### src/hdl/adcseq_defines.vh
/*
  constants for the converter trigger and mode sequencer.
  assumes plain verilog-2005 and inclusion by bare name.
*/
`ifndef ADCSEQ_DEFINES_VH
`define ADCSEQ_DEFINES_VH
// trigger mode encodings
`define ADCSEQ_TRG_SW 2'h0
`define ADCSEQ_TRG_EXT 2'h1
`define ADCSEQ_TRG_TMR 2'h2
// edge select encodings
`define ADCSEQ_EDGE_FALL 2'h0
`define ADCSEQ_EDGE_RISE 2'h1
`define ADCSEQ_EDGE_BOTH 2'h2
// timer source select encodings
`define ADCSEQ_TMR_A 2'h0
`define ADCSEQ_TMR_B 2'h1
// operation mode field: bit 1 one-shot, bit 0 scan
`define ADCSEQ_OP_ONESHOT 1
`define ADCSEQ_OP_SCAN 0
// channel and result widths
`define ADCSEQ_CH_W 5
`define ADCSEQ_NCH 24
`define ADCSEQ_RES_W 10
`define ADCSEQ_CH_FIRST 5'h00
`define ADCSEQ_CH_ONE 5'h01
`define ADCSEQ_RES_RST 10'h000
`endif

### src/hdl/adcseq_top.v
/*
  converter trigger and mode sequencer: picks the conversion start source,
  walks select and scan modes, stores results, pulses the end interrupt.
  assumes the analog core takes a one-cycle start and answers with a
  one-cycle done plus data; config writes arrive as one-cycle strobes.
*/
// Function
// - software run bit starts selected channel conversion
// - software continuous mode repeats conversions until run cleared
// - config register write aborts running conversion
// - software abort redoes conversion or restarts scan
// - external trigger edge chosen by two bits
// - external mode waits for pin edge
// - hardware result stored in common and channel registers
// - grouping off: interrupt each store, rewait trigger
// - grouping on: interrupt after last channel, rewait
// - hardware mode config write aborts, rewaits trigger
// - timer source select picks event, rising edge
// - timer mode waits for selected timer event
// - timer trigger during conversion restarts it
// - four operation modes from mode bits
// - continuous select repeats one channel, stores both
// - continuous select interrupts each conversion until stopped
// - write starts when idle with run set, restarts when converting
// - triggers during config write are ignored
// - scan runs first input up to selected
// - one-shot select converts once then stops
// - one-shot hardware returns to trigger wait
// - reset clears all result registers
`timescale 1ns/10ps
`include "adcseq_defines.vh"
module adcseq_top
(
  input wire clk,
  input wire sys_rst,
  input wire conversion_run_bit,
  input wire converter_enable_bit,
  input wire [1:0] operation_mode,
  input wire interrupt_grouping_bit,
  input wire [1:0] trigger_mode,
  input wire edge_select_hi,
  input wire edge_select_lo,
  input wire timer_source_select_hi,
  input wire timer_source_select_lo,
  input wire [4:0] channel_select_reg,
  input wire config_write,
  input wire result_write,
  input wire external_trigger_pin,
  input wire timer_event_a,
  input wire timer_event_b,
  input wire core_done,
  input wire [9:0] core_result,
  output reg core_start_reg,
  output reg [4:0] core_channel_reg,
  output reg conversion_end_irq,
  output reg [9:0] common_result_reg,
  output reg [239:0] per_channel_result_reg,
  output reg busy_reg,
  output reg wait_trigger_reg
);
  // one-hot sequencer states:
  //   idle - nothing running; software mode waits for the run bit to rise
  //   wait - hardware mode armed, looking for a pin or timer edge
  //   conv - the analog core is working on core_channel_reg
  // one-hot keeps the decode of busy and wait to a single flop each,
  // at the cost of five spare codes that the default branch absorbs
  localparam ST_IDLE = 3'b001;
  localparam ST_WAIT = 3'b010;
  localparam ST_CONV = 3'b100;

  reg [2:0] state_reg;
  reg [2:0] state_next;
  reg [4:0] chan_next;
  reg start_next;
  reg irq_next;
  reg store;
  reg [239:0] per_channel_result_next;
  integer idx;
  // run bit delay for its rising edge; the run bit is a register bit on
  // this clock, so it needs no synchroniser, unlike the pins below.
  // each async source gets s1, s2 and a delay flop for edge finding
  reg run_d_reg;
  reg ext_s1_reg;
  reg ext_s2_reg;
  reg ext_d_reg;
  reg ta_s1_reg;
  reg ta_s2_reg;
  reg ta_d_reg;
  reg tb_s1_reg;
  reg tb_s2_reg;
  reg tb_d_reg;
  wire hw_mode;
  wire scan_mode;
  wire oneshot;
  wire ext_rise;
  wire ext_fall;
  reg ext_hit;
  wire tmr_sel;
  wire tmr_hit;
  wire hw_trig;
  wire wr_any;
  wire first_start;
  wire last_chan;
  wire [4:0] first_chan;

  // mode decode; code 3 of the trigger field counts as hardware but has
  // no source, so the sequencer just sits in wait there.
  // scan starts at the first input, select at the named one.
  // last_chan is true for every conversion in select mode, so the
  // grouping bit has no effect there
  assign hw_mode = (trigger_mode != `ADCSEQ_TRG_SW);
  assign scan_mode = operation_mode[`ADCSEQ_OP_SCAN];
  assign oneshot = operation_mode[`ADCSEQ_OP_ONESHOT];
  assign wr_any = config_write | result_write;
  assign first_chan = scan_mode ? `ADCSEQ_CH_FIRST : channel_select_reg;
  assign last_chan = !scan_mode || (core_channel_reg >= channel_select_reg);
  assign first_start = conversion_run_bit & ~run_d_reg;

  // pins and timer events pass two flops; edges read the second flop only
  // this costs two cycles of trigger latency, which is the price of
  // never letting a metastable first flop reach the sequencer
  always @(posedge clk)
  begin
    if (sys_rst)
    begin
      ext_s1_reg <= 1'b0;
      ext_s2_reg <= 1'b0;
      ext_d_reg <= 1'b0;
      ta_s1_reg <= 1'b0;
      ta_s2_reg <= 1'b0;
      ta_d_reg <= 1'b0;
      tb_s1_reg <= 1'b0;
      tb_s2_reg <= 1'b0;
      tb_d_reg <= 1'b0;
      run_d_reg <= 1'b0;
    end
    else
    begin
      ext_s1_reg <= external_trigger_pin;
      ext_s2_reg <= ext_s1_reg;
      ext_d_reg <= ext_s2_reg;
      ta_s1_reg <= timer_event_a;
      ta_s2_reg <= ta_s1_reg;
      ta_d_reg <= ta_s2_reg;
      tb_s1_reg <= timer_event_b;
      tb_s2_reg <= tb_s1_reg;
      tb_d_reg <= tb_s2_reg;
      run_d_reg <= conversion_run_bit;
    end
  end

  assign ext_rise = ext_s2_reg & ~ext_d_reg;
  assign ext_fall = ~ext_s2_reg & ext_d_reg;

  // edge choice for the external pin
  // the unused fourth code yields no trigger at all
  always @*
  begin
    case ({edge_select_hi, edge_select_lo})
      `ADCSEQ_EDGE_FALL: ext_hit = ext_fall;
      `ADCSEQ_EDGE_RISE: ext_hit = ext_rise;
      `ADCSEQ_EDGE_BOTH: ext_hit = ext_rise | ext_fall;
      default: ext_hit = 1'b0;
    endcase
  end

  // timer source: rising edge of the chosen event
  assign tmr_sel = ({timer_source_select_hi, timer_source_select_lo} ==
                    `ADCSEQ_TMR_B);
  assign tmr_hit = tmr_sel ? (tb_s2_reg & ~tb_d_reg)
                           : (ta_s2_reg & ~ta_d_reg);
  // a trigger during a register write is dropped, not held
  // software that writes often may therefore lose edges; that is
  // intended, a held trigger would start on stale settings
  assign hw_trig = ~wr_any & ((trigger_mode == `ADCSEQ_TRG_EXT) ? ext_hit :
                   (trigger_mode == `ADCSEQ_TRG_TMR) ? tmr_hit
                                                      : 1'b0);

  // sequencer next state
  // priority inside conv, highest first:
  //   enable or run low - drop to idle at once
  //   register write    - abort, restart or rewait
  //   timer retrigger   - restart from the first channel
  //   core done         - store, interrupt and step the channel
  // a done in the same cycle as a start belongs to the old conversion
  always @*
  begin
    state_next = state_reg;
    chan_next = core_channel_reg;
    start_next = 1'b0;
    irq_next = 1'b0;
    store = 1'b0;
    case (state_reg)
      ST_IDLE:
      begin
        if (converter_enable_bit && conversion_run_bit)
        begin
          if (hw_mode)
            state_next = ST_WAIT;
          else if (first_start || wr_any)
          begin
            state_next = ST_CONV;
            chan_next = first_chan;
            start_next = 1'b1;
          end
        end
      end
      ST_WAIT:
      begin
        if (!converter_enable_bit || !conversion_run_bit)
          state_next = ST_IDLE;
        else if (hw_trig)
        begin
          state_next = ST_CONV;
          chan_next = first_chan;
          start_next = 1'b1;
        end
      end
      default:
      begin
        if (!converter_enable_bit || !conversion_run_bit)
        begin
          state_next = ST_IDLE;
        end
        else if (wr_any)
        begin
          // abort: software redoes from the first channel, hw rewaits
          if (hw_mode)
            state_next = ST_WAIT;
          else
          begin
            chan_next = first_chan;
            start_next = 1'b1;
          end
        end
        else if (hw_trig && trigger_mode == `ADCSEQ_TRG_TMR)
        begin
          chan_next = first_chan;
          start_next = 1'b1;
        end
        else if (core_done && !core_start_reg)
        begin
          store = 1'b1;
          irq_next = !interrupt_grouping_bit || last_chan;
          if (!last_chan)
          begin
            chan_next = core_channel_reg + `ADCSEQ_CH_ONE;
            start_next = 1'b1;
          end
          else if (hw_mode)
            state_next = ST_WAIT;
          else if (oneshot)
            state_next = ST_IDLE;
          else
          begin
            chan_next = first_chan;
            start_next = 1'b1;
          end
        end
      end
    endcase
  end

  // per-channel result slots: only the converted channel's slot moves;
  // the loop builds a small mux per slot rather than a wide shifter
  always @*
  begin
    per_channel_result_next = per_channel_result_reg;
    for (idx = 0; idx < `ADCSEQ_NCH; idx = idx + 1)
      if (store && idx == core_channel_reg)
        per_channel_result_next[idx*`ADCSEQ_RES_W +: `ADCSEQ_RES_W] =
          core_result;
  end

  // state, strobes and results; results clear only on reset
  // a register write does not clear results, software keeps old data
  always @(posedge clk)
  begin
    if (sys_rst)
    begin
      state_reg <= ST_IDLE;
      core_channel_reg <= `ADCSEQ_CH_FIRST;
      core_start_reg <= 1'b0;
      conversion_end_irq <= 1'b0;
      common_result_reg <= `ADCSEQ_RES_RST;
      per_channel_result_reg <= {`ADCSEQ_NCH{`ADCSEQ_RES_RST}};
      busy_reg <= 1'b0;
      wait_trigger_reg <= 1'b0;
    end
    else
    begin
      state_reg <= state_next;
      core_channel_reg <= chan_next;
      core_start_reg <= start_next;
      conversion_end_irq <= irq_next;
      busy_reg <= (state_next == ST_CONV);
      wait_trigger_reg <= (state_next == ST_WAIT);
      per_channel_result_reg <= per_channel_result_next;
      if (store)
        common_result_reg <= core_result;
    end
  end
endmodule
### config.mk
export PLATFORM = sky130hd
export DESIGN_NAME = adcseq_top
export DESIGN_NICKNAME = d
export VERILOG_FILES = /design/src/hdl/adcseq_top.v
export VERILOG_INCLUDE_DIRS = /design/src /design/src/hdl
export SDC_FILE = /design/constraint.sdc
export NUM_CORES = 1
export LEC_CHECK = 0
export BUFFER_PORTS_ARGS = -buffer_cell sky130_fd_sc_hd__buf_2
export CAP_MARGIN = 10
export CORE_MARGIN = 2
export CORE_UTILIZATION = 53
export DETAILED_ROUTE_END_ITERATION = 12
export PLACE_DENSITY = 0.77
export SETUP_SLACK_MARGIN = 0.4
export SLEW_MARGIN = 10
export SYNTH_ARGS = -nofsm -noshare
export SYNTH_HDL_FRONTEND = slang
export SYNTH_SLANG_ARGS = --single-unit
### constraint.sdc
create_clock -name clk -period 2.8 [get_ports clk]
set_input_delay 0.28 -clock clk [delete_from_list [all_inputs] [get_ports clk]]
set_output_delay 0.28 -clock clk [all_outputs]
set_load 0.05 [all_outputs]
Word-level counts from Yosys, hierarchy flattened. Cells that the tools add are included.

Word-level logic and storage cells: 194. Register bits: 272. Latch bits: 0. Bits in read-only memories: 0. Memory bits (writable): 0. Memories: 0. Output and inout bits: 259.

Eq/ne operators: 41. Bitwise gates (word level): 15. Multiplexer cells: 52. $lt $le $gt $ge: 1. Divide/modulo/power cells: 0. $mul: 0. Add/subtract/negate cells: 1. Reduce and logical (&&, ||, !) cells: 43. Shift-type cells: 0.

Operators by type and width (count): 2-to-1 mux 5 bit (14); equality test 4 x 5 -> 1 bit, first input constant (8); equality test 5 bit, first input constant (8); 2-to-1 mux 3 bit (13); logical AND 1 bit (27); 2-to-1 mux 1 bit (21); equality test 3 x 5 -> 1 bit, first input constant (4); equality test 2 x 5 -> 1 bit, first input constant (2); != test 2 bit, second input constant (5); case mux 5 bit (2 select lines) (1); AND reduction 10 bit (1); inverter 1 bit (7); OR reduction 7 bit (1); AND 1 bit (6); equality test 2 x 1 -> 1 bit, second input constant (3); equality test 3 x 2 -> 1 bit, second input constant (2); != test 6 x 3 -> 1 bit, second input constant (1); != test 6 x 5 -> 1 bit, second input constant (1); case mux 3 bit (2 select lines) (1); adder 5 x 1 -> 5 bit, second input constant (1); equality test 1 x 5 -> 1 bit, first input constant (1); >= comparator 5 bit (1); zero test 1 bit (5); zero test 5 bit (1); 13 further kinds (18).

Depth between registers and ports, before layout. Gate-level depths: netlist of the first run.

Depth in word-level cells: 12. Mapped depth: 10.

Worst setup path after synthesis of the first run. No wires, ideal clock.

Kind: reg-to-reg. Start point: register core_channel_reg[0]. End point: register busy_reg. Cell stages (with the launch flop): 11. Arrival: 2.450 ns. Path buffers: 1. Clock period less this slack: 2.527 ns. Setup slack: 0.273 ns. Cells stage by stage: dfxtp_1 > inv_1 > ha_1 > nor2b_1 > o21ai_1 > a31o_1 > buf_2 > a311o_1 > a31oi_1 > inv_1 > nor3_1.

Word-level cells in the longest chain between the ends: 9.

Ends and longest elaborated chain: from (decl) (line adcseq_top.v:54) `output reg [4:0] core_channel_reg,`; from (signal assigned) (line adcseq_top.v:282) `` core_channel_reg <= `ADCSEQ_CH_FIRST; ``; from (signal assigned) (line adcseq_top.v:293) `core_channel_reg <= chan_next;`; >= comparator 5 bit (line adcseq_top.v:116) `assign last_chan = !scan_mode || (core_channel_reg >= channel_select_reg);`; logical OR 1 bit (line adcseq_top.v:116); 2-to-1 mux 3 bit (line adcseq_top.v:245) `if (!last_chan)`; 2-to-1 mux 3 bit (line adcseq_top.v:241) `else if (core_done && !core_start_reg)`; 2-to-1 mux 3 bit (line adcseq_top.v:236) `` else if (hw_trig && trigger_mode == `ADCSEQ_TRG_TMR) ``; 2-to-1 mux 3 bit (line adcseq_top.v:225) `else if (wr_any)`; 2-to-1 mux 3 bit (line adcseq_top.v:221) `if (!converter_enable_bit || !conversion_run_bit)`; case mux 3 bit (2 select lines) (line adcseq_top.v:193) `case (state_reg)`; equality test 3 bit (line adcseq_top.v:296) `busy_reg <= (state_next == ST_CONV);`; to (signal assigned) (line adcseq_top.v:296); to (decl) (line adcseq_top.v:58) `output reg busy_reg,`.

Every way passes these cells. A chain may end at the register's enable or synchronous reset.

Worst setup path in the final report of the first run.
Start point: register state_reg[0]. End point: register per_channel_result_reg[108].

Word-level cells in the longest chain between the ends: 4.

Ends and longest elaborated chain: from (decl) (line adcseq_top.v:71) `reg [2:0] state_reg;`; from (signal assigned) (line adcseq_top.v:292) `state_reg <= state_next;`; equality test 3 x 2 -> 1 bit / equality test 3 x 1 -> 1 bit (equally long branches) (line adcseq_top.v:193); OR reduction 2 bit (no source line) *; 2-to-1 mux 1 bit * (line adcseq_top.v:193); logical AND 1 bit * (line adcseq_top.v:270) `if (store && idx == core_channel_reg)`; to (signal assigned) (line adcseq_top.v:286) `` per_channel_result_reg <= {`ADCSEQ_NCH{`ADCSEQ_RES_RST}}; ``; to (signal assigned) (line adcseq_top.v:298) `per_channel_result_reg <= per_channel_result_next;`; to (decl) (line adcseq_top.v:57) `output reg [239:0] per_channel_result_reg,`.

Mark *: on every way between the ends. The rest lies on a longest branch, timed or not.

==> results by group, run 1 <==
CTS
  – CTS tree: done
  – H-tree level count: 1
  – Clock Tree Buf Depth: 3
  – Number of CTS-inserted buffers: 27
  – Root Buffer Master: clkbuf_16
  – Clock Latency Late Sink: 0.54 ns
  – Reg clk slew, reported paths: 0.07 ns
  – Clk sinks: 272

Critical path
  – Worst R2R Path Depth: 6
  – Crit path cell chain: xnor2_1 > nor2_2 > a211oi_2 > and3_1 > nand3_1 > mux2i_1
  – WP data arrival: 2.88 ns
  – Cell family contributing the most delay on the critical path: simple AND/OR/NAND/NOR gates
  – WP data required: 3.25 ns
  – R2r startpoint: state_reg[0]$_SDFF_PP1_
  – Type of origin of the critical path: flop
  – Crit Path Max Fanout: 10
  – Endpoint class of the critical path: flop
  – Worst R2R Setup Slack: 0.36 ns
  – Worst path bufs/invs: 0
  – Critical-path top delay cell: nand3_1
  – Worst R2R End: per_channel_result_reg[108]$_SDFFE_PP0P_
  – Levels on crit path: 6
  – CP max stage delay: 0.52 ns
  – Crit Path Category: reg -> reg

Logic synthesis
  – #FFs+latches synth: 272
  – Synthesized area per cell: 10.4 um2
  – Post-Syn Nets: 1104
  – Synth unique cells: 61
  – Synth Area in Compound Gates: 0.0479
  – Most instantiated cells after synthesis: dfxtp_1, mux2i_1, nor2_1
  – Share of synthesized registers carrying an async set or reset: 0
  – Largest family of logic cells by synthesized area: multiplexers
  – Synth Flop Type: dfxtp_1
  – Multiplexer share of the synthesized area: 0.209
  – Top-count cell post-synth: dfxtp_1
  – Area share of the largest cell type after synthesis: 0.494
  – Sequential-to-total area share from yosys stat: 0.494
  – Ys Warns: 0
  – Yosys top cell by area: dfxtp_1
  – Adder-cell share of the synthesized area: 0.0136
  – Post-synthesis cell count: 1058
  – Largest cells by area after synthesis: dfxtp_1, mux2i_1, nor2_1
  – Number of synthesized flops with an enable pin: 0
  – XOR/XNOR share of the synthesized area: 0.000795
  – Post-synthesis simple-gate area fraction: 0.174
  – Area of the mapped netlist: 0.0110 mm2

Power and ir drop
  – Leakage: 6.51 nW
  – Pwr dens: 581 mW/mm2
  – Worst vdd rail ir drop: 0.475 mV

Timing
  – RSZ-0062 raised after global routing: yes
  – Clock skew: 0.0187 ns
  – Final setup violation count: 0
  – Final Hold Viols: 0
  – Setup TNS: 0 ns
  – Final max-slew violation count: 0
  – Period minus WS final: 2.44 ns
  – Tcrit/Tclk final: 0.870
  – Setup WS post-layout: 0.364 ns
  – Peak Freq: 0.411 GHz
  – Worst-Margin Slew: 0.679 ns
  – Worst slew margin: 0.546

Die
  – Die Width: 148 um
  – Die Ht: 148 um
  – Die area: 0.0220 mm2
  – Core area: 0.0203 mm2
  – Starting Density: 0.543
  – Core Rows: 52
  – Number of top-level pins: 293

Min path
  – HP Start: channel_select_reg[2]
  – Hold Crit Depth: 3
  – Hold WC Path Type: in -> reg
  – Hold Path End: core_channel_reg[2]$_SDFFE_PP0P_

Global routing
  – GRT Util Overall: 0.262
  – Initial antenna violation count: 0
  – GRT busiest layer: met2
  – Total congestion overflow: 0
  – GR Util met3: 0.0736
  – Vias in the first global route: 8197
  – First-pass GRT wire length: 45.8 mm
  – Met2 Use GR: 0.439
  – Largest net degree at the start of global routing: 121
  – GR Util met1: 0.330

Layout
  – Post-layout nets: 1375
  – Largest register FFs: 240
  – Share of layout cells above drive strength 1: 0.301
  – Fillers: 1608
  – Non-Filler Instances: 1619
  – Inserted Diodes: 0
  – Synthesis-to-finish area growth: 22.2%

Routing
  – Initial DRT Pass Iterations: 5
  – Routed via count: 8450
  – Number of DRC markers in iteration 0: 464
  – Post-route ant nets: 0
  – DRC: 0
  – Vias per inst: 5.22
  – Post-Route WL: 29.7 mm
  – Wire per inst: 18.3 um

Placement
  – Cells after DPL: 1559
  – Pre-CTS WS: 0.256 ns
  – Port buffer count: 292
  – Post-DP HPWL: 19.9 mm
  – GPL Wtd Cong: 0.943

Outcome
  – Run status: completed

Flow run
  – Max-cap viol count: 0
[layout by cell type, fill, tap and decap left out, types with 6 or more instances in the layout]
cell type / count
nor3_1: 6
nor4_4: 10
o21ai_0: 13
nor2_1: 171
nor2b_1: 11
clkbuf_16: 27
nand2_1: 28
a21oi_1: 27
clkbuf_1: 6
inv_1: 19
dfxtp_1: 269
buf_2: 291
mux2i_1: 230
buf_4: 29
ha_1: 12
clkbuf_8: 11
nand3_1: 19
nand2b_1: 86
[cell families after synthesis]
family | count (synthesis)
muxes | 230
adders and majority gates | 12
and+or+nand+nor | 363
AOI/OAI and AO/OA | 74
DFF | 272
xor gates and xnor gates | 1
buffers and inverters | 106
[metrics by stage]
step / power, mW / utilization / hold WS [ns] / area [um2]
floorplan: 4.23 / - / 0.393 / 11000
global placement: 4.33 / 0.614 / 0.416 / 12500
detailed placement: 4.33 / 0.614 / 0.422 / 12500
CTS: 7.87 / 0.661 / 0.0523 / 13400
global route: 8.05 / 0.663 / 0.0911 / 13500
finish: 7.82 / 0.663 / 0.0708 / 13500
[power breakdown]
part / internal (mW) / switching, mW / total, mW
combinational: 0.108 / 0.265 / 0.372
clock: 2.07 / 1.48 / 3.56
sequential: 3.88 / 0.00956 / 3.89
[worst register-to-register path: stages (launching register included)]
cell and delay, ns:
dfxtp_1 0.43, xnor2_1 0.16, nor2_2 0.10, a211oi_2 0.47, and3_1 0.33, nand3_1 0.52
mux2i_1 0.33
[worst max-delay path by stage]
stage                                           from                                       end
finish                       state_reg[0]$_SDFF_PP1_  per_channel_result_reg[108]$_SDFFE_PP0P_
detailed placement  core_channel_reg[0]$_SDFFE_PP0P_               wait_trigger_reg$_SDFF_PP0_
CTS                          state_reg[0]$_SDFF_PP1_  per_channel_result_reg[105]$_SDFFE_PP0P_
global placement    core_channel_reg[0]$_SDFFE_PP0P_               wait_trigger_reg$_SDFF_PP0_
floorplan           core_channel_reg[1]$_SDFFE_PP0P_                       busy_reg$_SDFF_PP0_
global route                 state_reg[0]$_SDFF_PP1_  per_channel_result_reg[119]$_SDFFE_PP0P_
[layer usage]
| layer | part of all wire | vias to the layer above | routed length [um] |
|---|---|---|---|
| li1 | - | 4100 | - |
| met1 | 0.42 | 3982 | 12600 |
| met2 | 0.47 | 308 | 13900 |
| met3 | 0.080 | 60 | 2380 |
| met4 | 0.028 | 0 | 838 |
| met5 | 0 | - | 0 |
[area by class of cell]
type                    instances  area, um2  area share
flip-flops and latches        272       5450       0.405
well taps                     270        338      0.0251
inverters                      21       78.8     0.00586
multi-input cells             680       4950       0.368
repair buffers                327       1760       0.130
clock inverters                 5       40.0     0.00297
clock buffers                  44        850      0.0631
[repair_timing]
action / 4_1_cts / 5_1_grt
gates cloned: 0 / 0
resized for setup: 2 / 4
pin swaps: 2 / 3
hold buffers: 5 / 0
setup endpoints to repair: 56 / 76
setup buffers: 2 / 4
endpoints found under the hold margin: 5 / 0
Power figures use the tool's default switching activity.
==> run 2, diff against run 1 <==
--- a/config.mk
+++ b/config.mk
@@ -11,6 +11,7 @@
 export CORE_MARGIN = 2
-export CORE_UTILIZATION = 53
+export CORE_UTILIZATION = 43
 export DETAILED_ROUTE_END_ITERATION = 12
-export PLACE_DENSITY = 0.77
+export PLACE_DENSITY = 0.64
 export SETUP_SLACK_MARGIN = 0.4
+export SKIP_LAST_GASP = 1
 export SLEW_MARGIN = 10
--- a/constraint.sdc
+++ b/constraint.sdc
@@ -3,2 +3,2 @@
 set_output_delay 0.28 -clock clk [all_outputs]
-set_load 0.05 [all_outputs]
+set_load 0.005 [all_outputs]
==> run 2 against run 1 <==
  * Non-clock buffer count grew 3
  * Setup slack improved by 0.11 ns
  * Sequential power about the same
  * Clock skew is 0.0073 ns lower
  * Via count grew 0.63%
  * Utilization decreased by 12 points
  * Register-to-register slack better by 0.11 ns
  * Die area increased by 23%
  * Clock power increased by 12%
  * Cell count rose by 4.2%
  * Worst hold slack better by 0.017 ns
==> results by group, run 2 (same netlist as run 1, synthesis figures left out) <==
Outcome
  – Run status: completed

Timing
  – RSZ-0062 raised after global routing: no
  – Clock skew: 0.0114 ns
  – Setup TNS: 0 ns
  – Final Hold Viols: 0
  – Final max-slew violation count: 0
  – Tcrit/Tclk final: 0.829
  – Final setup violation count: 0
  – Peak Freq: 0.431 GHz
  – Period minus WS final: 2.32 ns
  – Hold_ws: 0.0873 ns
  – Worst slew margin: 0.513
  – Worst-Margin Slew: 0.730 ns

Layout
  – Share of layout cells above drive strength 1: 0.304
  – Largest register FFs: 240
  – Fillers: 2232
  – Inserted Diodes: 0
  – Commonest non-fill, non-tap cells in the layout: buf_2, dfxtp_1, mux2i_1
  – Most common cell after layout, fill and taps aside: buf_2
  – Post-layout nets: 1381
  – Layout Utilization: 0.544
  – Synthesis-to-finish area growth: 24.4%
  – Design area: 0.0137 mm2

Global routing
  – GRT Util Overall: 0.224
  – Total congestion overflow: 0
  – First-pass GRT wire length: 47.2 mm
  – Initial antenna violation count: 0
  – Largest net degree at the start of global routing: 110
  – Vias in the first global route: 7985

CTS
  – Clk sinks: 272
  – Number of CTS-inserted buffers: 29
  – Clock Latency Late Sink: 0.56 ns
  – Clock Tree Buf Depth: 3
  – CTS tree: done
  – Root Buffer Master: clkbuf_16
  – Reg clk slew, reported paths: 0.06 ns
  – H-tree level count: 1

Power and ir drop
  – Clock share of power: 0.483
  – Worst vdd rail ir drop: 0.453 mV
  – Pwr dens: 600 mW/mm2
  – Sequential power share: 0.473
  – Logic gate share of total power: 0.044
  – NetSw: 1.82 mW
  – Pint: 6.40 mW
  – Leakage: 6.59 nW
  – Total Power: 8.23 mW
  – Net Sw Frac: 0.222

Routing
  – Vias per inst: 5.04
  – Initial DRT Pass Iterations: 5
  – Routed via count: 8503
  – Post-route ant nets: 0
  – DRC: 0
  – Post-Route WL: 31.4 mm
  – Number of DRC markers in iteration 0: 579
  – Wire per inst: 18.6 um

Die
  – Die area: 0.0269 mm2
  – Die Ht: 164 um
  – Starting Density: 0.438
  – Die Width: 164 um
  – Number of top-level pins: 293
  – Core Rows: 58
  – Core area: 0.0252 mm2

Placement
  – Port buffer count: 292
  – Post-DP HPWL: 21.0 mm
  – Post-placement cell area: 0.0126 mm2
  – GPL Wtd Cong: 0.831

Critical path
  – CP max stage delay: 0.51 ns
  – WP data required: 3.25 ns
  – Levels on crit path: 7
  – WP data arrival: 2.78 ns
  – Crit path cell chain: ha_1 > a21oi_1 > o21ai_2 > a31o_4 > a31o_2 > or2_4 > a211oi_2
  – Crit Path Category: reg -> reg
  – Critical-path top delay cell: dfxtp_1
  – Worst R2R Path Depth: 7
  – Cell family contributing the most delay on the critical path: compound AO/OA/AOI/OAI gates
  – Worst path bufs/invs: 0
  – Crit Path Max Fanout: 13
  – Type of origin of the critical path: flop
  – Endpoint class of the critical path: flop

Min path
  – Hold WC Path Type: in -> reg
  – Hold Crit Depth: 3

Flow run
  – Max-cap viol count: 0
==> run 2: changes by cell type in the layout (fill, tap and decap cells not counted), sizes merged <==
cell	delta
clkinv	+3
buf	+3
bufinv	+3
a211o	+1
clkbuf	-2
==> run 2: final cells by class <==
type | count | area [um2] | share of cell area
Inverter | 21 | 78.8 | 0.00575
Tap cell | 330 | 413 | 0.0301
Clock buffer | 42 | 865 | 0.0631
Timing Repair Buffer | 330 | 1790 | 0.131
Multi-Input combinational cell | 681 | 4970 | 0.363
Clock inverter | 11 | 145 | 0.0106
Sequential cell | 272 | 5450 | 0.397
==> run 2: stage by stage <==
step,setup slack (ns),cells
final,0.478,1687
after global placement,0.369,1627
after global routing,0.379,1687
after CTS,0.441,1685
after floorplan,0.669,1058
after detailed placement,0.236,1627
==> run 2: power groups by stage <==
stage	registers [mW]	logic [mW]	clock network, mW
5_1_grt	3.89	0.389	4.22
6_report	3.89	0.363	3.98
2_1_floorplan	3.97	0.243	0
3_3_place_gp	3.98	0.348	0
3_5_place_dp	3.98	0.348	0
4_1_cts	3.89	0.356	4.06
==> run 2: per-layer routing <==
layer | global-route usage | routed length (um) | vias up
li1 | - | - | 4128
met1 | 0.293 | 13500 | 4007
met2 | 0.361 | 14400 | 317
met3 | 0.0699 | 2690 | 51
met4 | 0.0526 | 752 | 0
met5 | 0 | 0 | -
==> run 2: tightest hold or removal path: stages <==
cell and delay [ns]:
buf_2 0.11, a21oi_1 0.13, o31ai_1 0.07
==> run 2: repair_timing <==
item / 4_1_cts / 5_1_grt
setup endpoints to repair: 8 / 60
gates resized for setup: 3 / 4
hold buffers: 5 / 0
cloned: 0 / 1
hold endpoints to repair: 5 / 0
pin swaps: 1 / 4
buffers inserted: 0 / 1
==> run 2: final timing paths <==
path / from / to / slack (ns)
worst min register to register: ta_s1_reg$_SDFF_PP0_ / ta_s2_reg$_SDFF_PP0_ / 0.44
worst min-delay path: channel_select_reg[3] / core_channel_reg[3]$_SDFFE_PP0P_ / 0.09
worst max register to register: core_channel_reg[2]$_SDFFE_PP0P_ / core_channel_reg[0]$_SDFFE_PP0P_ / 0.48
worst max-delay path: core_channel_reg[2]$_SDFFE_PP0P_ / core_channel_reg[0]$_SDFFE_PP0P_ / 0.48
==> run 3, diff against run 2 <==
clock period = 2.2 ns   (was 2.8 ns; I/O delays follow)
==> run 3 against run 2 <==
  * Fmax up 13%
  * Clock skew up 0.0052 ns
  * First-iteration DRC count down 6.7%
  * Largest cell class is now multi-input combinational cells
==> results by group, run 3 (same netlist as run 1, synthesis figures left out) <==
Outcome
  – Run status: completed

Global routing
  – Vias in the first global route: 8469
  – Largest net degree at the start of global routing: 101
  – Total congestion overflow: 0
  – GRT Util Overall: 0.240
  – First-pass GRT wire length: 50.3 mm
  – Initial antenna violation count: 0

Layout
  – Share of layout cells above drive strength 1: 0.395
  – Largest register FFs: 240
  – Inserted Diodes: 0
  – Synthesis-to-finish area growth: 38.8%
  – Commonest non-fill, non-tap cells in the layout: buf_2, dfxtp_1, mux2i_1
  – Post-layout nets: 1451
  – Most common cell after layout, fill and taps aside: buf_2

Die
  – Number of top-level pins: 293
  – Core area: 0.0252 mm2
  – Die Ht: 164 um
  – Die area: 0.0269 mm2
  – Die Width: 164 um
  – Starting Density: 0.438
  – Core Rows: 58

Min path
  – HP Start: core_result[2]
  – Hold WC Path Type: in -> reg
  – Hold Crit Depth: 3

Critical path
  – Endpoint class of the critical path: flop
  – Crit path cell chain: ha_4 > a211o_1 > a31o_4 > a31o_4 > or2_4 > o31ai_2
  – R2r startpoint: core_channel_reg[4]$_SDFFE_PP0P_
  – WP data required: 2.66 ns
  – Critical-path top delay cell: dfxtp_4
  – Setup crit start: core_channel_reg[4]$_SDFFE_PP0P_
  – CP max stage delay: 0.36 ns
  – Type of origin of the critical path: flop
  – Worst R2R Path Depth: 6
  – Crit Path Category: reg -> reg
  – Crit Path Max Fanout: 6
  – WP data arrival: 2.52 ns
  – Most used cell along the critical path: a31o_4

Timing
  – Setup TNS: 0 ns
  – Final Hold Viols: 0
  – Final setup violation count: 0
  – Period minus WS final: 2.05 ns
  – Setup WS post-layout: 0.146 ns
  – Peak Freq: 0.487 GHz
  – Worst slew margin: 0.619
  – Hold_ws: 0.0264 ns
  – Clock skew: 0.0166 ns
  – Final max-slew violation count: 0
  – Tcrit/Tclk final: 0.933
  – RSZ-0062 raised after global routing: yes
  – Worst-Margin Slew: 0.572 ns

CTS
  – Clock Latency Late Sink: 0.56 ns
  – CTS tree: done
  – H-tree level count: 1
  – Number of CTS-inserted buffers: 29
  – Clock Tree Buf Depth: 3
  – Clk sinks: 272
  – Root Buffer Master: clkbuf_16
  – Reg clk slew, reported paths: 0.07 ns

Routing
  – Vias per inst: 5.06
  – DRC: 0
  – Post-route ant nets: 0
  – Routed via count: 8892
  – Wire per inst: 19.7 um
  – Initial DRT Pass Iterations: 5
  – Number of DRC markers in iteration 0: 540
  – Post-Route WL: 34.7 mm

Flow run
  – Max-cap viol count: 0

Power and ir drop
  – Worst vdd rail ir drop: 0.594 mV
  – Leakage: 7.18 nW
  – Pwr dens: 699 mW/mm2

Placement
  – Post-DP HPWL: 21.7 mm
  – GPL Wtd Cong: 0.920
  – Port buffer count: 292
  – Pre-CTS WS: 0.0569 ns
run 3: cell count changes in the layout (fill, tap and decap cells not counted), moves of 6 or more:
cell	before	now
buf_6	1	37
a21oi_1	27	11
a21oi_2	0	16
nand3_1	18	5
buf_12	2	11
buf_4	31	40
ha_1	12	4
nand2_1	28	20
nand3_4	0	8
buf_8	0	7
nand2_4	0	7
dfxtp_1	271	265
ha_4	0	6
run 3: per-layer routing:
layer,up-vias,global-route usage,wire [um]
li1,4270,-,-
met1,4248,0.303,14800
met2,312,0.403,16400
met3,62,0.0679,2470
met4,0,0.0622,1010
met5,-,0,0
run 3: what timing repair did:
item                                   in CTS  in global routing
pin swaps                                  15                 41
endpoints found under the hold margin      10                  0
buffers inserted                           20                 14
hold buffers                                8                  0
resized for setup                          81                104
setup endpoints to repair                 262                262
gates cloned                               10                  8
run 3: final timing paths:
| kind | endpoint | slack, ns |
|---|---|---|
| min reg2reg | ta_s2_reg$_SDFF_PP0_ | 0.43 |
| max reg2reg | core_channel_reg[2]$_SDFFE_PP0P_ | 0.15 |
| min | per_channel_result_reg[152]$_SDFFE_PP0P_ | 0.03 |
| max | core_channel_reg[2]$_SDFFE_PP0P_ | 0.15 |
run 3: per-stage QoR:
stage / power (mW) / instances / instance area [um2] / util
after global routing: 11.0 / 1758 / 15300 / 0.607
after CTS: 10.7 / 1736 / 14600 / 0.581
after detailed placement: 5.54 / 1644 / 12900 / 0.512
after global placement: 5.54 / 1644 / 12900 / 0.512
after floorplan: 5.38 / 1058 / 11100 / -
final: 10.7 / 1758 / 15300 / 0.607
run 3: critical path: cells and delay by family, from the launching register on:
kind | cells | cell delay (ns)
fa+ha+maj | 1 | 0.22
compound gates | 4 | 1.10
flops | 1 | 0.36
simple gates | 1 | 0.28
run 3: final cells by class:
cell class                 count  area [um2]
sequential                   272        5470
fill                        2113        9890
inverter                      21        83.8
multi-input combinational    681        5580
clock buffer                  40         848
tap                          330         413
clock inverter                14         165
timing repair buffer         400        2730
run 3: power by group:
part,internal (mW),switching (mW)
Combinational,0.224,0.396
Sequential,4.94,0.0148
Clock,3.06,2.06
